### config.mk
export PLATFORM = sky130hd
export DESIGN_NAME = rcio_top
export DESIGN_NICKNAME = d
export VERILOG_FILES = /design/src/verilog/rcio_pkg.sv /design/src/verilog/rcio_top.sv
export SDC_FILE = /design/constraint.sdc
export NUM_CORES = 1
export LEC_CHECK = 0
export BUFFER_PORTS_ARGS = -buffer_cell sky130_fd_sc_hd__buf_2
export CAP_MARGIN = 20
export CORE_ASPECT_RATIO = 1.75
export CORE_MARGIN = 2
export CORE_UTILIZATION = 45
export DETAILED_ROUTE_END_ITERATION = 6
export PLACE_DENSITY = 0.74
export SYNTH_ARGS = -nofsm -noshare
export SYNTH_HDL_FRONTEND = slang
export SYNTH_SLANG_ARGS = --single-unit
### constraint.sdc
create_clock -name clk_sys -period 3.5 [get_ports clk_sys]
set_input_delay 0.525 -clock clk_sys [delete_from_list [all_inputs] [get_ports clk_sys]]
set_output_delay 0.525 -clock clk_sys [all_outputs]
set_load 0.1 [all_outputs]
### src/verilog/rcio_pkg.sv
package rcio_pkg;

  // ----------------------------------------
  // Timing
  // ----------------------------------------
  localparam int CLK_HZ = 125_000_000;
  localparam int TONE_HZ = 900;
  localparam int TONE_HALF = CLK_HZ / (2 * TONE_HZ);
  localparam int HANG_SHORT_MS = 150;
  localparam int HANG_LONG_MS = 500;
  localparam int HANG_SHORT = (CLK_HZ / 1000) * HANG_SHORT_MS;
  localparam int HANG_LONG = (CLK_HZ / 1000) * HANG_LONG_MS;
  localparam int BAUD = 9600;
  localparam int BAUD_DIV = CLK_HZ / BAUD;
  localparam int SCAN_DIV = 125_000;
  localparam logic [2:0] DEB_SCANS = 3'h4;
  localparam logic [7:0] SCK_HALF = 8'h08;

  // ----------------------------------------
  // Register map
  // ----------------------------------------
  localparam logic [7:0] OFS_CTRL = 8'h00;
  localparam logic [7:0] OFS_TONE = 8'h04;
  localparam logic [7:0] OFS_SER_DATA = 8'h08;
  localparam logic [7:0] OFS_SER_CMD = 8'h0c;
  localparam logic [7:0] OFS_DISP = 8'h10;
  localparam logic [7:0] OFS_STATUS = 8'h14;
  localparam logic [7:0] OFS_UART = 8'h18;

  // Control register bit positions.
  localparam int CB_HANG_LONG = 0;
  localparam int CB_FULL_EN = 1;
  localparam int CB_RX_LOW = 2;
  localparam int CB_RX_HIGH = 3;
  localparam int CB_CALL_TX = 4;
  localparam int CB_ALERT = 5;
  localparam int CB_ALARM = 6;
  localparam int CB_LAMP = 7;
  localparam int CB_SQUELCH = 8;
  localparam int CB_CALL_MUTE = 9;
  localparam int CB_MON_KEY = 10;
  localparam logic [10:0] CTRL_RST = 11'h080;

  // Serial command fields and targets.
  localparam int SC_NBITS_LSB = 0;
  localparam int SC_TGT_LSB = 5;
  localparam logic [1:0] TGT_LOOP_A = 2'h0;
  localparam logic [1:0] TGT_LOOP_B = 2'h1;
  localparam logic [1:0] TGT_LOOP_C = 2'h2;
  localparam logic [1:0] TGT_SHREG = 2'h3;

  // Display register fields.
  localparam int DB_CMD = 8;
  localparam int DB_DRV2 = 9;

  // ----------------------------------------
  // Carriers
  // ----------------------------------------
  typedef struct packed {
    logic [7:0] paddr;
    logic psel;
    logic penable;
    logic pwrite;
    logic [31:0] pwdata;
  } rcio_apb_req_t;

  typedef struct packed {
    logic [31:0] prdata;
    logic pready;
    logic pslverr;
  } rcio_apb_rsp_t;

  typedef struct packed {
    logic mosi;
    logic sck;
    logic loop_a_latch;
    logic loop_b_latch;
    logic loop_c_latch;
    logic shreg_load_select;
    logic spi_busy_out;
  } rcio_ser_t;

endpackage

### src/verilog/rcio_top.sv
// Design decisions made here: the register offsets and the APB interface to the registers.
`timescale 1ns/100ps
module rcio_top #(
  parameter int TONE_HALF = rcio_pkg::TONE_HALF,
  parameter int HANG_SHORT = rcio_pkg::HANG_SHORT,
  parameter int HANG_LONG = rcio_pkg::HANG_LONG,
  parameter int BAUD_DIV = rcio_pkg::BAUD_DIV,
  parameter int SCAN_DIV = rcio_pkg::SCAN_DIV
) (
  // Clock and reset
  input wire logic clk_sys,
  input wire logic rst_n,
  // Register bus
  input wire rcio_pkg::rcio_apb_req_t apb_req,
  output rcio_pkg::rcio_apb_rsp_t apb_rsp,
  // Keyboard columns and display write lines
  output logic [3:0] col_out,
  input wire logic [3:0] row_in,
  output logic [3:0] row_out,
  output logic [3:0] row_oe,
  input wire logic driver_full_in,
  // Synthesizer and shift register serial bus
  output rcio_pkg::rcio_ser_t ser,
  // Selective calling, Morse and monitor lines
  output logic rx_lowgain_sel,
  output logic rx_highgain_sel,
  output logic tx_key_out,
  output logic tone_out,
  output logic sidetone_enable,
  output logic power_limit_out,
  output logic monitor_lamp_mute,
  output logic ext_alarm_out,
  output logic squelch_ctl,
  output logic synth_silence,
  input wire logic morse_key_in,
  input wire logic monitor_request,
  // Computer interface
  output logic txd,
  input wire logic rxd
);

  typedef enum logic [1:0] {SER_IDLE, SER_LOW, SER_HIGH, SER_LATCH} rcio_ser_st_t;
  typedef enum logic [1:0] {DSP_IDLE, DSP_WAIT, DSP_LOW, DSP_HIGH} rcio_dsp_st_t;

  typedef struct packed {
    logic [10:0] ctrl;
    logic [7:0] duty;
    logic [7:0] pwm_cnt;
    logic [31:0] prdata;
    logic perr;
    logic [3:0] row_s1;
    logic [3:0] row_s2;
    logic [1:0] full_s;
    logic [1:0] key_s;
    logic [1:0] mon_s;
    logic [1:0] rxd_s;
    logic [31:0] scan_div;
    logic [1:0] col_idx;
    logic [11:0] sweep;
    logic [11:0] prev;
    logic [11:0] keys;
    logic [2:0] deb;
    rcio_ser_st_t ser_st;
    logic [23:0] ser_data;
    logic [23:0] ser_sh;
    logic [4:0] ser_cnt;
    logic [1:0] ser_tgt;
    logic [7:0] ser_div;
    rcio_dsp_st_t dsp_st;
    logic [7:0] dsp_sh;
    logic [3:0] dsp_cnt;
    logic dsp_cmd;
    logic dsp_drv2;
    logic [7:0] dsp_div;
    logic key_deb;
    logic [2:0] key_cnt;
    logic morse_tx;
    logic [31:0] hang_cnt;
    logic [31:0] tone_cnt;
    logic tone_sq;
    logic [9:0] tx_sh;
    logic [3:0] tx_bits;
    logic [31:0] tx_div;
    logic rx_on;
    logic [3:0] rx_bits;
    logic [31:0] rx_div;
    logic [7:0] rx_sh;
    logic [7:0] rx_data;
    logic rx_valid;
  } rcio_state_t;

  rcio_state_t s_reg;
  rcio_state_t s_next;
  logic setup_ph;
  logic access_ph;
  logic wr;
  logic scan_tick;
  logic dsp_busy;
  logic key_down;
  logic pwm_o;
  logic ext_mon;
  logic [11:0] swp;
  logic [31:0] hang_lim;

  // --------------------------------------------------
  // Bus phases and shared decodes
  // --------------------------------------------------
  assign setup_ph = apb_req.psel & ~apb_req.penable;
  assign access_ph = apb_req.psel & apb_req.penable;
  assign wr = access_ph & apb_req.pwrite & ~s_reg.perr;
  assign scan_tick = (s_reg.scan_div == 32'(SCAN_DIV - 1));
  assign dsp_busy = (s_reg.dsp_st != DSP_IDLE);
  assign key_down = s_reg.morse_tx & ~s_reg.key_deb;
  assign pwm_o = (s_reg.pwm_cnt < s_reg.duty);
  assign ext_mon = s_reg.mon_s[1];
  assign hang_lim = s_reg.ctrl[rcio_pkg::CB_HANG_LONG] ? 32'(HANG_LONG) : 32'(HANG_SHORT);

  // --------------------------------------------------
  // Next state
  // --------------------------------------------------
  // Every engine lives in one state record so that reset and update stay in one place.
  always_comb begin
    s_next = s_reg;
    swp = s_reg.sweep;
    // Two-stage synchronisers for every pin input.
    s_next.row_s1 = row_in;
    s_next.row_s2 = s_reg.row_s1;
    s_next.full_s = {s_reg.full_s[0], driver_full_in};
    s_next.key_s = {s_reg.key_s[0], morse_key_in};
    s_next.mon_s = {s_reg.mon_s[0], monitor_request};
    s_next.rxd_s = {s_reg.rxd_s[0], rxd};
    s_next.pwm_cnt = s_reg.pwm_cnt + 8'h01;
    s_next.scan_div = scan_tick ? 32'h0000_0000 : s_reg.scan_div + 32'h0000_0001;

    // Read data is prepared in the setup cycle so it comes from a flop in the access cycle.
    if (setup_ph) begin
      s_next.perr = 1'b0;
      s_next.prdata = 32'h0000_0000;
      unique case (apb_req.paddr)
        rcio_pkg::OFS_CTRL: s_next.prdata = 32'(s_reg.ctrl);
        rcio_pkg::OFS_TONE: s_next.prdata = 32'(s_reg.duty);
        rcio_pkg::OFS_SER_DATA: s_next.prdata = 32'(s_reg.ser_data);
        rcio_pkg::OFS_SER_CMD: s_next.prdata = 32'({s_reg.ser_tgt, s_reg.ser_cnt});
        rcio_pkg::OFS_DISP: s_next.prdata = 32'({s_reg.dsp_drv2, s_reg.dsp_cmd, s_reg.dsp_sh});
        rcio_pkg::OFS_STATUS: s_next.prdata = 32'({s_reg.full_s[1], sidetone_enable, s_reg.morse_tx,
                                                   dsp_busy, ser.spi_busy_out, s_reg.keys});
        rcio_pkg::OFS_UART: s_next.prdata = 32'({(s_reg.tx_bits != 4'h0), s_reg.rx_valid, s_reg.rx_data});
        default: s_next.perr = 1'b1;
      endcase
    end

    // Register writes; a write to a running engine's start register is ignored.
    if (wr) begin
      unique case (apb_req.paddr)
        rcio_pkg::OFS_CTRL: s_next.ctrl = apb_req.pwdata[10:0];
        rcio_pkg::OFS_TONE: s_next.duty = apb_req.pwdata[7:0];
        rcio_pkg::OFS_SER_DATA: s_next.ser_data = apb_req.pwdata[23:0];
        default: ;
      endcase
    end

    // Keyboard scan pauses while the column lines carry display traffic.
    if (scan_tick && !dsp_busy) begin
      swp[{s_reg.col_idx, 2'b00} - {2'b00, s_reg.col_idx} +: 3] = s_reg.row_s2[2:0];
      s_next.sweep = swp;
      s_next.col_idx = s_reg.col_idx + 2'h1;
      if (s_reg.col_idx == 2'h3) begin
        // A new key map is accepted only after identical full sweeps.
        s_next.prev = swp;
        if (swp != s_reg.prev) begin
          s_next.deb = 3'h0;
        end else if (s_reg.deb == rcio_pkg::DEB_SCANS - 3'h1) begin
          s_next.keys = swp;
        end else begin
          s_next.deb = s_reg.deb + 3'h1;
        end
      end
    end

    // Display writer: one byte per request, bit by bit, stalled by a full driver.
    unique case (s_reg.dsp_st)
      DSP_IDLE: begin
        if (wr && apb_req.paddr == rcio_pkg::OFS_DISP) begin
          s_next.dsp_sh = apb_req.pwdata[7:0];
          s_next.dsp_cmd = apb_req.pwdata[rcio_pkg::DB_CMD];
          s_next.dsp_drv2 = apb_req.pwdata[rcio_pkg::DB_DRV2];
          s_next.dsp_cnt = 4'h8;
          s_next.dsp_st = DSP_WAIT;
        end
      end
      DSP_WAIT: begin
        s_next.dsp_div = 8'h00;
        if (!(s_reg.ctrl[rcio_pkg::CB_FULL_EN] && s_reg.full_s[1])) begin
          s_next.dsp_st = DSP_LOW;
        end
      end
      DSP_LOW: begin
        s_next.dsp_div = s_reg.dsp_div + 8'h01;
        if (s_reg.dsp_div == rcio_pkg::SCK_HALF - 8'h01) begin
          s_next.dsp_div = 8'h00;
          s_next.dsp_st = DSP_HIGH;
        end
      end
      DSP_HIGH: begin
        s_next.dsp_div = s_reg.dsp_div + 8'h01;
        if (s_reg.dsp_div == rcio_pkg::SCK_HALF - 8'h01) begin
          s_next.dsp_sh = {s_reg.dsp_sh[6:0], 1'b0};
          s_next.dsp_cnt = s_reg.dsp_cnt - 4'h1;
          s_next.dsp_st = (s_reg.dsp_cnt == 4'h1) ? DSP_IDLE : DSP_WAIT;
        end
      end
    endcase

    // Serial master: word shifts MSB first, then exactly one target strobe.
    unique case (s_reg.ser_st)
      SER_IDLE: begin
        s_next.ser_div = 8'h00;
        if (wr && apb_req.paddr == rcio_pkg::OFS_SER_CMD) begin
          s_next.ser_cnt = apb_req.pwdata[rcio_pkg::SC_NBITS_LSB +: 5];
          s_next.ser_tgt = apb_req.pwdata[rcio_pkg::SC_TGT_LSB +: 2];
          s_next.ser_sh = s_reg.ser_data << (5'd23 - apb_req.pwdata[rcio_pkg::SC_NBITS_LSB +: 5]);
          s_next.ser_st = SER_LOW;
        end
      end
      SER_LOW: begin
        s_next.ser_div = s_reg.ser_div + 8'h01;
        if (s_reg.ser_div == rcio_pkg::SCK_HALF - 8'h01) begin
          s_next.ser_div = 8'h00;
          s_next.ser_st = SER_HIGH;
        end
      end
      SER_HIGH: begin
        s_next.ser_div = s_reg.ser_div + 8'h01;
        if (s_reg.ser_div == rcio_pkg::SCK_HALF - 8'h01) begin
          s_next.ser_div = 8'h00;
          s_next.ser_sh = {s_reg.ser_sh[22:0], 1'b0};
          s_next.ser_cnt = s_reg.ser_cnt - 5'h01;
          s_next.ser_st = (s_reg.ser_cnt == 5'h00) ? SER_LATCH : SER_LOW;
        end
      end
      SER_LATCH: begin
        s_next.ser_div = s_reg.ser_div + 8'h01;
        if (s_reg.ser_div == rcio_pkg::SCK_HALF - 8'h01) begin
          s_next.ser_st = SER_IDLE;
        end
      end
    endcase

    // Morse key debounce on scan ticks; a change must persist for several ticks.
    if (scan_tick) begin
      if (s_reg.key_s[1] == s_reg.key_deb) begin
        s_next.key_cnt = 3'h0;
      end else if (s_reg.key_cnt == rcio_pkg::DEB_SCANS - 3'h1) begin
        s_next.key_deb = s_reg.key_s[1];
        s_next.key_cnt = 3'h0;
      end else begin
        s_next.key_cnt = s_reg.key_cnt + 3'h1;
      end
    end

    // Morse keying with tone while down and a hang timer once released.
    if (!s_reg.key_deb) begin
      s_next.morse_tx = 1'b1;
      s_next.hang_cnt = 32'h0000_0000;
    end else if (s_reg.morse_tx) begin
      s_next.hang_cnt = s_reg.hang_cnt + 32'h0000_0001;
      if (s_reg.hang_cnt == hang_lim) begin
        s_next.morse_tx = 1'b0;
      end
    end
    if (key_down) begin
      s_next.tone_cnt = s_reg.tone_cnt + 32'h0000_0001;
      if (s_reg.tone_cnt == 32'(TONE_HALF - 1)) begin
        s_next.tone_cnt = 32'h0000_0000;
        s_next.tone_sq = ~s_reg.tone_sq;
      end
    end else begin
      s_next.tone_cnt = 32'h0000_0000;
      s_next.tone_sq = 1'b0;
    end

    // Asynchronous serial transmitter, 8N1, idle high.
    if (s_reg.tx_bits == 4'h0) begin
      if (wr && apb_req.paddr == rcio_pkg::OFS_UART) begin
        s_next.tx_sh = {1'b1, apb_req.pwdata[7:0], 1'b0};
        s_next.tx_bits = 4'ha;
        s_next.tx_div = 32'h0000_0000;
      end
    end else begin
      s_next.tx_div = s_reg.tx_div + 32'h0000_0001;
      if (s_reg.tx_div == 32'(BAUD_DIV - 1)) begin
        s_next.tx_div = 32'h0000_0000;
        s_next.tx_sh = {1'b1, s_reg.tx_sh[9:1]};
        s_next.tx_bits = s_reg.tx_bits - 4'h1;
      end
    end

    // Receiver samples mid-bit. A read clears the valid flag only when it returned it set, so a byte that
    // lands during the setup cycle is not lost; the clear comes first so a byte landing now still sets it.
    if (access_ph && !apb_req.pwrite && !s_reg.perr && apb_req.paddr == rcio_pkg::OFS_UART &&
        s_reg.prdata[8]) begin
      s_next.rx_valid = 1'b0;
    end
    if (!s_reg.rx_on) begin
      if (!s_reg.rxd_s[1]) begin
        s_next.rx_on = 1'b1;
        s_next.rx_bits = 4'h0;
        s_next.rx_div = 32'(BAUD_DIV / 2);
      end
    end else if (s_reg.rx_div == 32'h0000_0000) begin
      s_next.rx_div = 32'(BAUD_DIV - 1);
      s_next.rx_bits = s_reg.rx_bits + 4'h1;
      if (s_reg.rx_bits == 4'h0) begin
        s_next.rx_on = ~s_reg.rxd_s[1];
      end else if (s_reg.rx_bits == 4'h9) begin
        s_next.rx_on = 1'b0;
        if (s_reg.rxd_s[1]) begin
          s_next.rx_data = s_reg.rx_sh;
          s_next.rx_valid = 1'b1;
        end
      end else begin
        s_next.rx_sh = {s_reg.rxd_s[1], s_reg.rx_sh[7:1]};
      end
    end else begin
      s_next.rx_div = s_reg.rx_div - 32'h0000_0001;
    end
  end

  // --------------------------------------------------
  // State register
  // --------------------------------------------------
  always_ff @(posedge clk_sys) begin
    if (!rst_n) begin
      s_reg <= '0;
      s_reg.ctrl <= rcio_pkg::CTRL_RST;
      s_reg.key_s <= 2'b11;
      s_reg.rxd_s <= 2'b11;
      s_reg.key_deb <= 1'b1;
      s_reg.tx_sh <= 10'h3ff;
      s_reg.ser_st <= SER_IDLE;
      s_reg.dsp_st <= DSP_IDLE;
    end else begin
      s_reg <= s_next;
    end
  end

  // --------------------------------------------------
  // Outputs
  // --------------------------------------------------
  // Zero wait states: the access phase always completes.
  assign apb_rsp.pready = access_ph;
  assign apb_rsp.prdata = s_reg.prdata;
  assign apb_rsp.pslverr = s_reg.perr;

  // Columns: one-hot scan strobe, or display command, strobes and data while writing.
  always_comb begin
    if (dsp_busy) begin
      col_out[0] = s_reg.dsp_cmd;
      col_out[1] = (s_reg.dsp_st == DSP_HIGH) & s_reg.dsp_drv2;
      col_out[2] = (s_reg.dsp_st == DSP_HIGH) & ~s_reg.dsp_drv2;
      col_out[3] = s_reg.dsp_sh[7];
    end else begin
      col_out = 4'h1 << s_reg.col_idx;
    end
  end
  // Rows are only driven, to zero, while the columns carry display traffic.
  assign row_out = 4'h0;
  assign row_oe = {4{dsp_busy}};

  // The bus is never released to outside processors; they may only listen.
  assign ser.mosi = s_reg.ser_sh[23];
  assign ser.sck = (s_reg.ser_st == SER_HIGH);
  assign ser.loop_a_latch = (s_reg.ser_st == SER_LATCH) & (s_reg.ser_tgt == rcio_pkg::TGT_LOOP_A);
  assign ser.loop_b_latch = (s_reg.ser_st == SER_LATCH) & (s_reg.ser_tgt == rcio_pkg::TGT_LOOP_B);
  assign ser.loop_c_latch = (s_reg.ser_st == SER_LATCH) & (s_reg.ser_tgt == rcio_pkg::TGT_LOOP_C);
  assign ser.shreg_load_select = (s_reg.ser_st == SER_LATCH) & (s_reg.ser_tgt == rcio_pkg::TGT_SHREG);
  assign ser.spi_busy_out = (s_reg.ser_st != SER_IDLE);

  // Audio routing, keying and tone selection; Morse tone has priority over the PWM tone.
  assign rx_lowgain_sel = ~s_reg.ctrl[rcio_pkg::CB_RX_LOW];
  assign rx_highgain_sel = ~s_reg.ctrl[rcio_pkg::CB_RX_HIGH];
  assign tx_key_out = s_reg.morse_tx | s_reg.ctrl[rcio_pkg::CB_CALL_TX] | s_reg.ctrl[rcio_pkg::CB_ALERT];
  assign tone_out = key_down ? s_reg.tone_sq : (pwm_o & (s_reg.ctrl[rcio_pkg::CB_CALL_TX] |
                    s_reg.ctrl[rcio_pkg::CB_ALERT]));
  assign sidetone_enable = s_reg.morse_tx | s_reg.ctrl[rcio_pkg::CB_ALERT];
  assign power_limit_out = s_reg.morse_tx;
  assign ext_alarm_out = s_reg.ctrl[rcio_pkg::CB_ALARM];

  // Monitor overrides: the external request lifts the squelch and the calling mute, the panel key the lamp mute and the calling mute.
  assign monitor_lamp_mute = s_reg.ctrl[rcio_pkg::CB_LAMP] & ~s_reg.ctrl[rcio_pkg::CB_MON_KEY];
  assign squelch_ctl = s_reg.ctrl[rcio_pkg::CB_SQUELCH] & ~ext_mon;
  assign synth_silence = s_reg.ctrl[rcio_pkg::CB_CALL_MUTE] & ~ext_mon &
                         ~s_reg.ctrl[rcio_pkg::CB_MON_KEY];
  assign txd = s_reg.tx_sh[0];

endmodule

# [Yosys cells after proc, flatten, opt, wreduce, memory -nomap -nowiden]
# Cells that the tools add are included.
[classes] n_addsub=18 multipliers=0 div_mod_pow=0 order_cmp=1 eq_ne=40 n_shift=4 mux=48 n_bitwise=36 reduce_logical=50
[op_table] operator="$pmux 24 s7" n=1
[op_table] operator="$mux 46" n=3
[op_table] operator="$add 32x1->32 const B" n=4
[op_table] operator="$mux 37" n=2
[op_table] operator="$mux 33" n=2
[op_table] operator="$eq 32x17->1 const B" n=2
[op_table] operator="$pmux 29 s2" n=1
[op_table] operator="$pmux 8 s3" n=2
[op_table] operator="$eq 32x14->1 const B" n=1
[op_table] operator="$eq 32x26->1" n=1
[op_table] operator="$logic_not 32->1" n=1
[op_table] operator="$mux 32" n=1
[op_table] operator="$sub 32x1->32 const B" n=1
[op_table] operator="$mux 31" n=1
[op_table] operator="$mux 29" n=1
[op_table] operator="$mux 26" n=1
[op_table] operator="$add 8x1->8 const B" n=3
[op_table] operator="$eq 8x3->1 const B" n=3
[op_table] operator="$eq 8x5->1 const B" n=3
[op_table] operator="$pmux 12 s2" n=1
[op_table] operator="$shl 24x5->24" n=1
[op_table] operator="$reduce_and 2->1" n=10
[op_table] operator="$ne 2x2->1 const B" n=9
[op_table] operator="$and 1x1->1" n=16
[op_table] operator="other kinds (48)" n=126
[totals] regBits=406 latchBits=0 ramBits=0 romBits=0 input_bits=53 out_inout_bits=64 memories=0

# [Depth between registers and ports, before layout]
[logic_depth] depth_word=11 ltp_mapped=12 depth_no_buf=9

# [Worst setup path after synthesis]
# No wires, ideal clock.
[synth_timing] path_type="reg2out" startpoint="register s_reg[192] in the netlist's numbering" endpoint="output port col_out[1]" t_arrival_ps=3248 required_ps=2975 slack_ps=-273 path_stages_with_launch=6 path_buffers=2 cell_sequence="dfxtp_1 -> ha_1 -> clkbuf_1 -> clkbuf_1 -> nand2_1 -> o21ai_0"
[synth_between] elab_chain_cells=3 elab_cells_between_ends=4
[synth_lines] item="start, declared" line="rcio_top.sv:92" rtl="rcio_state_t s_reg;"
[synth_lines] item="start signal, assigned" line="rcio_top.sv:343" rtl="s_reg <= s_next;"
[synth_lines] item="$eq 2x2->1" line="rcio_top.sv:359" rtl="col_out[1] = (s_reg.dsp_st == DSP_HIGH) & s_reg.dsp_drv2;"
[synth_lines] item="$and 1x1->1" line="rcio_top.sv:359"
[synth_lines] item="$mux 4 *" line="rcio_top.sv:357" rtl="if (dsp_busy) begin"
[synth_lines] item="end, declared" line="rcio_top.sv:17" rtl="output logic [3:0] col_out,"
# Every way passes the cells marked *; elsewhere a longest branch is shown, timed or not.

# [Worst setup path in the final report]
[layout_timing] startpoint="register s_reg[396] in the netlist's numbering" endpoint="output port tone_out"
[layout_between] elab_chain_cells=3
[layout_lines] item="$lt 8x8->1" line="rcio_top.sv:114" rtl="assign pwm_o = (s_reg.pwm_cnt < s_reg.duty);"
[layout_lines] item="$and 1x1->1" line="rcio_top.sv:383" rtl="assign tone_out = key_down ? s_reg.tone_sq : (pwm_o & (s_reg.ctrl[rcio_pkg::CB_CALL_TX] |"
[layout_lines] item="$mux 1" line="rcio_top.sv:383"
[layout_lines] item="end, declared" line="rcio_top.sv:28" rtl="output logic tone_out,"
# No other way between the ends.

==> results <==
- The flow ran to the end, and the final reports show no timing, DRC or antenna violations.
- The clock net in this run drives a total of 398 sinks.
- The via count of the routed design is 17,900.
- Summing every instance area after synthesis gives 19,900 um^2.
- The routed design could run at a clock period as short as 3.23 ns.
- The half-perimeter wire length after placement is 38.4 mm.
- The final clock skew is 0.0332 ns.
- In this run the number of cells on the critical path is 6.
- The first routing iteration left 1,593 violations.
- The final cycle utilization of the critical path is 92.4%.
- For this run, the leading register cell type out of synthesis is sky130_fd_sc_hd__dfxtp_1.
- The combined global-route utilization of all metal layers is 22.9%.
- Before antenna repair, the detailed router went through 7 iterations.
- The TritonCTS clock tree is built.
- The number of failing hold endpoints at the final stage is 0.
- The floorplan has 102 rows.
- Cells fill 49.9% of the core in the end.
- The count of pins over their slew limit is 0.
- The remaining global-route overflow is 0.
- The flip-flop and latch count after synthesis is 398.
- The largest vdd supply drop is 0.000373 V.
- Of the synthesized area, sequential elements account for 40.0%.
- The cell at the root of the clock tree is sky130_fd_sc_hd__clkbuf_16.
- The number of global-route vias before repair is 17,400.
- Hold is met by 0.186 ns.
- The number of buffers and inverters on the critical path is 2.
- The startpoint class of the critical path is a flop.
- The initial core utilization is 45.2%.
- The initial antenna violation count came to 3.
- sky130_fd_sc_hd__dfxtp_1 is the most common cell in the netlist.
- In this run the worst hold path is classified as in2reg.
- Among cell families on the critical path, the largest total delay comes from compound AO/OA/AOI/OAI gates.
- Port buffering added 95 buffers.
- The critical path goes through inv_1, ha_1, a2111oi_0, a22o_1, a31o_2, buf_2.
- Among all stages on the critical path, the largest delay is contributed by sky130_fd_sc_hd__a2111oi_0.
- The cell taking the most area after synthesis is sky130_fd_sc_hd__dfxtp_1.
- The distinct cell type count after synthesis is 79.
- From left edge to right edge, the die measures 163 um.
- The critical register-to-register path endpoint is s_reg[273].
- The later-pin clock latency in the skew report is 0.55 ns.
- The worst setup path is captured at a primary output.
- Once layout is complete, the cells apart from fillers number 3,022.
- Hold repair after CTS inserted 0 buffers.
- The maximum achievable frequency is 0.309 GHz.
- For this run, the slowest stage of the critical path takes 0.67 ns.
- Measured against its own limit, the worst slew margin works out to 29.9%.
- Entering global routing, the biggest net connects 102 pins.
- The core area is 44,000 um^2.
- The number of buffers added by the clock tree synthesis step is 38.
- The antenna violation net count after detailed routing is 0.
- The height of the chip is 282 um.
- In the final design database the tool counted 2,519 nets.
- The count of max-cap constraint violations is 0.
- The average routed wire per standard cell is 17.8 um.
- The area growth from synthesis to layout is 10.4%.
- The synthesized netlist cell count is 2,411.
- The clock tree synthesis step divided the H-tree into 2 levels.
- The wire length of the first global-routing pass is 86.7 mm.
- The number of vias per cell is 5.93.
- The die covers 46,000 um^2.
- In the routed design, unresolved DRC markers number 0.
- The average instance area after synthesis is 8.26 um^2.
- Counting flops with a built-in enable in the synthesized netlist gives 0.
- Adding up every negative setup slack in the final design gives 0 ns.
- Including well taps, the total number of placed cells is 2,954.
- The end of the critical path is tone_out.
- After synthesis, the cell types taking the most area are sky130_fd_sc_hd__dfxtp_1, sky130_fd_sc_hd__nor2_1, sky130_fd_sc_hd__nand2_1.
- STA puts the critical path data required time at 2.97 ns.
- The clock-pin slew on the worst setup and hold paths is 0.07 ns.
- The peak fanout along the critical path is 3.
- The reported leakage power is 7.82 nW.
- The arrival time at the worst endpoint is 2.71 ns.
- No sink is reached through more buffers than the 3 on the longest clock path.
- The final RePlAce weighted congestion is 0.999.
- The measured slew at the worst slew-check pin is 1.05 ns.
- The total I/O pin count is 117.
- The register with the most flip-flops in the layout has 361 of them.
- Cells with a size suffix above 1 make up 10.5% of the layout.
- Sorting the synthesized cells by how often they occur yields sky130_fd_sc_hd__dfxtp_1, sky130_fd_sc_hd__nor2_1, sky130_fd_sc_hd__nand2_1.
- The total power per unit cell area is 475 nW/um^2.
- The share of synthesized registers carrying an async set or reset is 0%.
- The classification of the worst setup path is reg2out.
- The startpoint identified for the worst register-to-register timing path is s_reg[299].
- The yosys synthesis warning count is 0.
- Wires add up to 53.7 mm.
- The critical path starts at s_reg[396].
- After layout, the design draws a total of 0.0104 W.
- Setup violations remaining at the end of the flow were counted as 0.
- The worst register-to-register path has a depth of 10.
- The area share of the leading cell type in the synthesized netlist is 40.0%.
- Setup repair after global routing left no endpoint under its margin.
- In this run the register-to-register setup slack is 0.33 ns.
worst min-delay path by stage:
stage,start,endpoint,slack (ns),depth (start not counted)
2_1_floorplan,s_next[333],s_reg[333],0.39,1
3_3_place_gp,s_next[333],s_reg[333],0.40,1
3_5_place_dp,s_next[333],s_reg[333],0.40,1
4_1_cts,rxd,s_next[333],0.17,2
5_1_grt,morse_key_in,s_next[337],0.19,2
6_report,rxd,s_next[333],0.19,2
logic make-up (layout without fill, tap and decap cells):
family | count (synthesis) | after routing | synth area share (%)
XOR/XNOR | 112 | 112 | 4.93
multiplexers | 68 | 68 | 4.76
flip-flops | 398 | 398 | 40.0
AO/OA/AOI/OAI | 515 | 515 | 16.9
buffers and inverters | 245 | 271 | 5.52
AND/OR/NAND/NOR | 1028 | 1028 | 25.1
other | 1 | 14 | 0.0188
adder cells (fa/ha/maj) | 44 | 44 | 2.76
cell usage in the layout, fill, tap and decap left out, drive strengths merged, types with 31 or more instances in the layout:
master | synthesis | routed
clkbuf | 129 | 54
nand3 | 125 | 125
a22oi | 51 | 51
nand2 | 231 | 231
nor2 | 316 | 316
a211oi | 36 | 36
and3 | 39 | 39
mux2i | 43 | 43
nor3 | 67 | 67
inv | 58 | 60
o21ai | 93 | 93
buf | 56 | 145
ha | 44 | 44
nor4 | 31 | 31
dfxtp | 398 | 398
xnor2 | 48 | 48
nand4 | 39 | 39
a21oi | 168 | 168
xor2 | 64 | 64
report_power, final:
group,switching (W),leakage (nW),internal [W]
Sequential,0.000106,3.21,0.00466
Clock,0.00178,0.616,0.00246
Combinational,0.00100,3.99,0.000427
per-layer routing:
metal	part of all wire, %	vias up	GRT usage, %
li1	-	8613	-
met1	38	8504	24.6
met2	51	621	42.7
met3	5.7	170	3.20
met4	5.6	0	12.4
met5	0	-	0
timing repair:
item                       in CTS  in global routing
resized for setup               0                  1
setup endpoints to repair       0                  1
buffers inserted                0                  0
layout make-up:
cell class	instances	area, um^2
fillers	4167	22000
multi-input cells	1779	10900
flip-flops and latches	398	7970
clock buffers	54	1120
repair buffers	145	863
well taps	572	716
inverters	60	230
clock inverters	12	149
diodes	2	5.00
through the flow:
step	cell area, um^2	setup slack, ns
3_5_place_dp	20700	0.304
4_1_cts	22000	0.226
3_3_place_gp	20700	0.420
5_1_grt	22000	0.0124
6_report	22000	0.266
2_1_floorplan	20000	0.131
No activity file was read; power rests on OpenSTA's default activity.
